$ cat config.mk
export PLATFORM = sky130hd
export DESIGN_NAME = sensor_cmd_decoder
export DESIGN_NICKNAME = d
export VERILOG_FILES = /design/src/shared/sensor_cmd_pkg.sv /design/src/design/sensor_cmd_decoder.sv
export SDC_FILE = /design/constraint.sdc
export NUM_CORES = 1
export LEC_CHECK = 0
export BUFFER_PORTS_ARGS = -buffer_cell sky130_fd_sc_hd__buf_2
export CAP_MARGIN = 30
export CORE_MARGIN = 2
export CORE_UTILIZATION = 35
export DETAILED_ROUTE_END_ITERATION = 16
export GPL_TIMING_DRIVEN = 1
export HOLD_SLACK_MARGIN = 0.03
export SETUP_SLACK_MARGIN = 0.05
export SYNTH_ARGS = -nofsm -noshare
export SYNTH_HDL_FRONTEND = slang
export SYNTH_SLANG_ARGS = --single-unit
$ cat constraint.sdc
create_clock -name mclk -period 3.1 [get_ports mclk]
set_input_delay 0.31 -clock mclk [delete_from_list [all_inputs] [get_ports mclk]]
set_output_delay 0.31 -clock mclk [all_outputs]
set_load 0.005 [all_outputs]
$ cat src/shared/sensor_cmd_pkg.sv
// constants, codes and sensor attributes for the sensor register command decoder
package sensor_cmd_pkg;

  // command family bytes
  localparam logic [7:0] FAM_REG_WRITE = 8'h40;
  localparam logic [7:0] FAM_REG_READ = 8'h41;
  localparam logic [7:0] FAM_ATTR = 8'h42;
  localparam logic [7:0] FAM_DUMP = 8'h43;
  localparam logic [7:0] FAM_SENS_EN = 8'h44;

  // sensor selector codes carried in the index byte
  localparam logic [7:0] IDX_OPTICAL = 8'h00;
  localparam logic [7:0] IDX_TEMP = 8'h01;
  localparam logic [7:0] IDX_BIOPOT = 8'h02;
  localparam logic [7:0] IDX_OXIM = 8'h03;
  localparam logic [7:0] IDX_ACCEL = 8'h04;
  localparam int NUM_SENSORS = 5;

  // control byte of the enable family
  localparam logic [7:0] CTRL_DISABLE = 8'h00;
  localparam logic [7:0] CTRL_ENABLE = 8'h01;

  // byte answered when no response data is pending
  localparam logic [7:0] FILL_BYTE = 8'h00;

  // reset values
  localparam logic [4:0] SENS_EN_RST = 5'h00;
  localparam logic [8:0] POS_RST = 9'h000;

  // bytes per register word of each sensor (plain defaults, data path is one byte)
  localparam logic [7:0] WORD_BYTES_OPTICAL = 8'h01;
  localparam logic [7:0] WORD_BYTES_TEMP = 8'h01;
  localparam logic [7:0] WORD_BYTES_BIOPOT = 8'h01;
  localparam logic [7:0] WORD_BYTES_OXIM = 8'h01;
  localparam logic [7:0] WORD_BYTES_ACCEL = 8'h01;

  // number of registers of each sensor (plain defaults)
  localparam logic [7:0] REG_COUNT_OPTICAL = 8'h10;
  localparam logic [7:0] REG_COUNT_TEMP = 8'h04;
  localparam logic [7:0] REG_COUNT_BIOPOT = 8'h10;
  localparam logic [7:0] REG_COUNT_OXIM = 8'h10;
  localparam logic [7:0] REG_COUNT_ACCEL = 8'h08;

  // decoder state, gray coded along the usual path
  typedef enum logic [2:0] {
    ST_FAMILY = 3'h0,
    ST_INDEX  = 3'h1,
    ST_ARG1   = 3'h3,
    ST_ARG2   = 3'h2,
    ST_ACCESS = 3'h6,
    ST_RESP   = 3'h7,
    ST_FETCH  = 3'h5,
    ST_IGNORE = 3'h4
  } state_t;

endpackage

$ cat src/design/sensor_cmd_decoder.sv
// command decoder for direct sensor register access over the hub message link
`timescale 1ns/1ps

module sensor_cmd_decoder (
  input wire logic mclk, // system clock, 100 MHz
  input wire logic rst, // synchronous reset, active high
  input wire logic rx_start, // pulse: a new link write frame begins
  input wire logic rx_valid, // pulse: rx_data holds a received byte
  input wire logic [7:0] rx_data, // received command byte
  input wire logic tx_req, // pulse: link read wants the next byte
  output logic tx_valid, // pulse: tx_data holds the answered byte
  output logic [7:0] tx_data, // response byte
  output logic sens_req, // level: sensor access pending until ack
  output logic sens_we, // sensor access is a write
  output logic [2:0] sens_sel, // selected sensor
  output logic [7:0] sens_addr, // sensor register address
  output logic [7:0] sens_wdata, // sensor register write value
  input wire logic sens_ack, // pulse: sensor access done
  input wire logic [7:0] sens_rdata, // sensor read value, valid with ack
  output logic [4:0] sens_en // per-sensor enable, bit n for index n
);

  ////////////////////////////////////////////////////////////////////////////
  // helper functions

  // index byte names an attached sensor
  function automatic logic idx_ok(input logic [7:0] idx);
    idx_ok = (idx <= sensor_cmd_pkg::IDX_ACCEL);
  endfunction

  // bytes in one register word of a sensor
  function automatic logic [7:0] word_bytes(input logic [2:0] sel);
    case (sel)
      3'h0: word_bytes = sensor_cmd_pkg::WORD_BYTES_OPTICAL;
      3'h1: word_bytes = sensor_cmd_pkg::WORD_BYTES_TEMP;
      3'h2: word_bytes = sensor_cmd_pkg::WORD_BYTES_BIOPOT;
      3'h3: word_bytes = sensor_cmd_pkg::WORD_BYTES_OXIM;
      default: word_bytes = sensor_cmd_pkg::WORD_BYTES_ACCEL;
    endcase
  endfunction

  // number of registers of a sensor
  function automatic logic [7:0] reg_count(input logic [2:0] sel);
    case (sel)
      3'h0: reg_count = sensor_cmd_pkg::REG_COUNT_OPTICAL;
      3'h1: reg_count = sensor_cmd_pkg::REG_COUNT_TEMP;
      3'h2: reg_count = sensor_cmd_pkg::REG_COUNT_BIOPOT;
      3'h3: reg_count = sensor_cmd_pkg::REG_COUNT_OXIM;
      default: reg_count = sensor_cmd_pkg::REG_COUNT_ACCEL;
    endcase
  endfunction

  ////////////////////////////////////////////////////////////////////////////
  // state

  sensor_cmd_pkg::state_t state_reg, state_next;
  logic [7:0] fam_reg, fam_next;
  logic [2:0] sel_reg, sel_next;
  logic [7:0] addr_reg, addr_next;
  logic [7:0] wdata_reg, wdata_next;
  logic we_reg, we_next;
  logic req_reg, req_next;
  logic [7:0] rbuf_reg, rbuf_next;
  logic [8:0] pos_reg, pos_next;
  logic tx_valid_reg, tx_valid_next;
  logic [7:0] tx_data_reg, tx_data_next;
  logic [4:0] en_reg, en_next;

  ////////////////////////////////////////////////////////////////////////////
  // next-state logic of the decoder
  always_comb begin
    state_next = state_reg;
    fam_next = fam_reg;
    sel_next = sel_reg;
    addr_next = addr_reg;
    wdata_next = wdata_reg;
    we_next = we_reg;
    req_next = req_reg;
    rbuf_next = rbuf_reg;
    pos_next = pos_reg;
    tx_valid_next = 1'b0;
    tx_data_next = tx_data_reg;
    en_next = en_reg;
    case (state_reg)
      sensor_cmd_pkg::ST_FAMILY: begin
        // first byte of a write frame is the family
        if (rx_valid) begin
          fam_next = rx_data;
          if (rx_data >= sensor_cmd_pkg::FAM_REG_WRITE &&
              rx_data <= sensor_cmd_pkg::FAM_SENS_EN) begin
            state_next = sensor_cmd_pkg::ST_INDEX;
          end else begin
            state_next = sensor_cmd_pkg::ST_IGNORE;
          end
        end
      end
      sensor_cmd_pkg::ST_INDEX: begin
        // second byte selects the sensor
        if (rx_valid) begin
          sel_next = rx_data[2:0];
          pos_next = sensor_cmd_pkg::POS_RST;
          if (!idx_ok(rx_data)) begin
            state_next = sensor_cmd_pkg::ST_IGNORE;
          end else if (fam_reg == sensor_cmd_pkg::FAM_ATTR ||
                       fam_reg == sensor_cmd_pkg::FAM_DUMP) begin
            state_next = sensor_cmd_pkg::ST_RESP;
          end else begin
            state_next = sensor_cmd_pkg::ST_ARG1;
          end
        end
      end
      sensor_cmd_pkg::ST_ARG1: begin
        // first write byte: address or control byte
        if (rx_valid) begin
          if (fam_reg == sensor_cmd_pkg::FAM_SENS_EN) begin
            if (rx_data == sensor_cmd_pkg::CTRL_DISABLE) begin
              en_next[sel_reg] = 1'b0;
            end else if (rx_data == sensor_cmd_pkg::CTRL_ENABLE) begin
              en_next[sel_reg] = 1'b1;
            end
            state_next = sensor_cmd_pkg::ST_IGNORE;
          end else if (fam_reg == sensor_cmd_pkg::FAM_REG_READ) begin
            addr_next = rx_data;
            we_next = 1'b0;
            req_next = 1'b1;
            state_next = sensor_cmd_pkg::ST_ACCESS;
          end else begin
            addr_next = rx_data;
            state_next = sensor_cmd_pkg::ST_ARG2;
          end
        end
      end
      sensor_cmd_pkg::ST_ARG2: begin
        // register value of a write, then the sensor write starts
        if (rx_valid) begin
          wdata_next = rx_data;
          we_next = 1'b1;
          req_next = 1'b1;
          state_next = sensor_cmd_pkg::ST_ACCESS;
        end
      end
      sensor_cmd_pkg::ST_ACCESS: begin
        // wait for the sensor; a read result is kept for the response
        if (sens_ack) begin
          req_next = 1'b0;
          if (we_reg) begin
            state_next = sensor_cmd_pkg::ST_IGNORE;
          end else begin
            rbuf_next = sens_rdata;
            pos_next = sensor_cmd_pkg::POS_RST;
            state_next = sensor_cmd_pkg::ST_RESP;
          end
        end
      end
      sensor_cmd_pkg::ST_RESP: begin
        // serve response bytes on link read requests
        if (tx_req) begin
          tx_valid_next = 1'b1;
          tx_data_next = sensor_cmd_pkg::FILL_BYTE;
          pos_next = pos_reg + 9'h001;
          if (fam_reg == sensor_cmd_pkg::FAM_REG_READ) begin
            if (pos_reg == 9'h000) begin
              tx_data_next = rbuf_reg;
            end
          end else if (fam_reg == sensor_cmd_pkg::FAM_ATTR) begin
            if (pos_reg == 9'h000) begin
              tx_data_next = word_bytes(sel_reg);
            end else if (pos_reg == 9'h001) begin
              tx_data_next = reg_count(sel_reg);
            end
          end else if (pos_reg[8:1] < reg_count(sel_reg)) begin
            if (!pos_reg[0]) begin
              tx_data_next = pos_reg[8:1];
            end else begin
              tx_valid_next = 1'b0;
              addr_next = pos_reg[8:1];
              we_next = 1'b0;
              req_next = 1'b1;
              state_next = sensor_cmd_pkg::ST_FETCH;
            end
          end
        end
      end
      sensor_cmd_pkg::ST_FETCH: begin
        // dump value byte answered straight from the sensor
        if (sens_ack) begin
          req_next = 1'b0;
          tx_valid_next = 1'b1;
          tx_data_next = sens_rdata;
          state_next = sensor_cmd_pkg::ST_RESP;
        end
      end
      default: begin
        // ignore remaining bytes of the frame
        state_next = sensor_cmd_pkg::ST_IGNORE;
      end
    endcase
    // reads with no response pending get a fill byte at once
    if (tx_req && state_reg != sensor_cmd_pkg::ST_RESP &&
        state_reg != sensor_cmd_pkg::ST_FETCH) begin
      tx_valid_next = 1'b1;
      tx_data_next = sensor_cmd_pkg::FILL_BYTE;
    end
    // a new write frame restarts decoding unless a sensor access is open
    if (rx_start && state_reg != sensor_cmd_pkg::ST_ACCESS &&
        state_reg != sensor_cmd_pkg::ST_FETCH) begin
      state_next = sensor_cmd_pkg::ST_FAMILY;
    end
  end

  ////////////////////////////////////////////////////////////////////////////
  // decoder registers
  always_ff @(posedge mclk) begin
    if (rst) begin
      state_reg <= sensor_cmd_pkg::ST_FAMILY;
      fam_reg <= 8'h00;
      sel_reg <= 3'h0;
      addr_reg <= 8'h00;
      wdata_reg <= 8'h00;
      we_reg <= 1'b0;
      req_reg <= 1'b0;
      rbuf_reg <= 8'h00;
      pos_reg <= sensor_cmd_pkg::POS_RST;
      tx_valid_reg <= 1'b0;
      tx_data_reg <= sensor_cmd_pkg::FILL_BYTE;
      en_reg <= sensor_cmd_pkg::SENS_EN_RST;
    end else begin
      state_reg <= state_next;
      fam_reg <= fam_next;
      sel_reg <= sel_next;
      addr_reg <= addr_next;
      wdata_reg <= wdata_next;
      we_reg <= we_next;
      req_reg <= req_next;
      rbuf_reg <= rbuf_next;
      pos_reg <= pos_next;
      tx_valid_reg <= tx_valid_next;
      tx_data_reg <= tx_data_next;
      en_reg <= en_next;
    end
  end

  ////////////////////////////////////////////////////////////////////////////
  // outputs straight from flip-flops
  assign tx_valid = tx_valid_reg;
  assign tx_data = tx_data_reg;
  assign sens_req = req_reg;
  assign sens_we = we_reg;
  assign sens_sel = sel_reg;
  assign sens_addr = addr_reg;
  assign sens_wdata = wdata_reg;
  assign sens_en = en_reg;

endmodule

==> impl_results.md <==
- Power density normalized to cell area: 438 nW/µm²
- Initial antenna violation count: 0
- Portion of synthesized cell area occupied by the leading cell type: 37.5%
- Final max-slew violation count: 0
- Register bit count reported by yosys: 63
- Initial cell density of the core: 36.2%
- Floorplan die area: 10400 µm²
- Routability cong.: 0.884
- Max incr delay on CP: 0.47 ns
- Classification of the worst-slack hold path: in -> reg
- Vertical extent of the die: 102 µm
- Critical-path top delay cell: dfxtp_1
- # IOs: 57
- Share of total power consumed by net switching: 23.8%
- Crit path required time: 3.32 ns
- Internal power consumption: 1.32 mW
- Final routed wirelength across all metal layers: 9310 µm
- Warnings from Yosys: 0
- Mean post-synth cell area: 8.26 µm²
- Place WS: 0.633 ns
- Via-per-instance ratio: 5.37
- GRT overflow: 0
- Clk pwr share: 44.6%
- Post-CTS repair timing setup buffer count: 0
- P_sw: 0.412 mW
- Detailed placement HPWL: 6610 µm
- Period utilisation layout: 80.1%
- Ys flop type: dfxtp_1
- Filler instances: 959
- Ratio of cells with drive above 1 in the final layout: 19.5%
- Number of global-route vias before repair: 2921
- IO Port Bufs: 56
- Clock root buffer master: clkbuf_8
- Fraction of the yosys area taken by sequential cells: 37.5%
- Nets: 484
- Buf+Inv Stages, Crit Path: 0
- Most frequent cell on the critical path: a21oi_1
- Number of standard cells in the layout, taps in and fillers out: 590
- Clock latency on the worst-skew pair: 0.35 ns
- Number of flip-flops under the largest register name: 9
- Startpoint types: flop
- Global-route wire length before repair: 14600 µm
- Post-synthesis net count: 435
- EDFF count, synth: 0
- Overall via count from detail_route: 3171
- FP Rows: 35
- Top cell type by total area after synthesis: dfxtp_1
- Top cells by instance count after synthesis: 63 x dfxtp_1, 51 x a21oi_1, 49 x nand2_1, 38 x nor2_1, 22 x mux2i_1
- Core ar.: 9280 µm²
- Top post-synthesis cells by area: dfxtp_1 38%, a21oi_1 7.6%, mux2i_1 6.5%
- Clock tree from TritonCTS: yes
- Width of the die: 102 µm
- Data arrival time at the worst-slack endpoint: 2.71 ns
- Setup TNS: 0 ns
- Transition time at the pin with the least slew margin: 0.837 ns
- Clock transition at the registers of the reported paths: 0.07 ns
- Unrepaired setup endpoints after global routing: false
- Worst Clk Skew: 0.00964 ns
- Iter 0 DRT Violations: 162
- Largest net degree at the start of global routing: 40
- Cell chain of the critical path: nand2b_1 -> nand2_1 -> ha_1 -> a21oi_1 -> o211ai_1 -> or2_2 -> o311ai_0 -> a21oi_1
- Top-count cell post-synth: dfxtp_1
- Count of TritonRoute iterations in the first routing pass: 4
- Maximum clock insertion buffer count: 2
- Synth async-reset ratio: 0%
- Share of the core filled with cells: 42.6%
- Final hold violations: 0
- Number of CTS-inserted buffers: 9
- Post-route DRC: 0
- Flop pwr share: 48.4%
- Cells after Synth: 407
- Max Freq: 403 MHz
- Combinational cell fraction of total power: 7.0%
- Cell Area, Placed: 3750 µm²
- Cts hold-fix bufs: 0
- Number of setup violations in the final report: 0
- Count of instances resized after the clock tree is built: 0
- Result of the run: completed
- Netlist cell types: 56
- Final WS setup: 0.616 ns
- Clock sink total: 63
- Area overhead of the layout relative to synthesis: 17.6%
- Overall power: 1.73 mW
- Final critical delay including setup and external delays: 2.48 ns
- Total standard cell area after synthesis: 3360 µm²
- Kind of capture point of the worst setup path: flop
- Static power due to leakage: 1.49 nW
- WL/cell: 15.8 µm
- Critical path class: reg -> reg
- Global-route total usage across every layer: 18.2%
- Antenna diodes: 0
- H-tree Lvls: 3
- Max-slew headroom at the worst pin: 43.8%
- Antenna violation net count after detailed routing: 0
- Hold Slack: 0.211 ns
- Placed cells: 574
- Peak supply drop: 0.263 mV
- Design area: 3950 µm²
- Worst Path Max Fanout: 9
- Kind of cell adding the most delay to the critical path: compound AO/OA/AOI/OAI gates
- Max cap viols: 0
## per-layer routing
metal  routed length [µm]  global-route usage [%]  vias to the layer above
li1                     -                       -                     1574
met4                  155                    6.87                        0
met1                 4230                    23.5                     1534
met5                    0                       0                        -
met2                 4590                    29.6                       55
met3                  332                    4.10                        8
## layout by cell type, fill, tap and decap left out, types with 3 or more instances in the layout
master,synthesis,final
a211oi_1,4,4
a21oi_1,51,51
a221oi_1,3,3
a311oi_2,8,8
and3_1,4,4
buf_2,4,56
buf_4,0,5
clkbuf_1,16,4
clkbuf_8,0,9
dfxtp_1,63,63
ha_1,6,6
inv_1,9,9
mux2i_1,22,22
nand2_1,49,49
nand2b_1,6,6
nand3_1,9,9
nand3b_1,4,4
nand4_1,4,4
nor2_1,38,38
nor2b_1,8,8
nor3_1,16,16
nor4_1,6,6
nor4b_1,3,3
o2111ai_1,6,6
o21a_1,3,3
o21ai_0,16,16
or3_1,5,5
xor2_1,7,7
## final timing paths
kind,startpoint,endpoint,slack (ns),cells past startpoint
worst max-delay path,sens_sel[1],sens_we,0.62,8
worst min-delay path,sens_rdata[4],rbuf_reg[4],0.21,3
worst max register to register,sens_sel[1],sens_we,0.62,8
worst min register to register,sens_wdata[1],sens_wdata[1],0.45,2
## tightest hold or removal path, delay by kind of cell
kind          cells  cell delay [ns]
buf+inv           1             0.09
mux               1             0.06
simple gates      1             0.07
## power by group through the flow
stage | clock network, mW | logic [mW] | registers, mW
3_3_place_gp | 0 | 0.116 | 0.854
3_5_place_dp | 0 | 0.122 | 0.854
5_1_grt | 0.829 | 0.133 | 0.838
2_1_floorplan | 0 | 0.0834 | 0.843
6_report | 0.772 | 0.121 | 0.837
4_1_cts | 0.786 | 0.122 | 0.836
## layout make-up
| type | instances | area, µm² | area share [%] |
|---|---|---|---|
| tap | 129 | 161 | 4.08 |
| clock buffer | 13 | 139 | 3.51 |
| timing repair buffer | 62 | 338 | 8.54 |
| clock inverter | 3 | 67.6 | 1.71 |
| multi-input combinational | 311 | 1950 | 49.4 |
| sequential | 63 | 1260 | 31.9 |
| inverter | 9 | 33.8 | 0.854 |
## logic make-up after synthesis
family | synth area share, %
simple gates | 23.8
compound gates | 22.4
flops | 37.5
buf+inv | 4.43
mux | 7.22
xor+xnor | 2.34
fa+ha+maj | 2.23
Power figures use the tool's default switching activity.
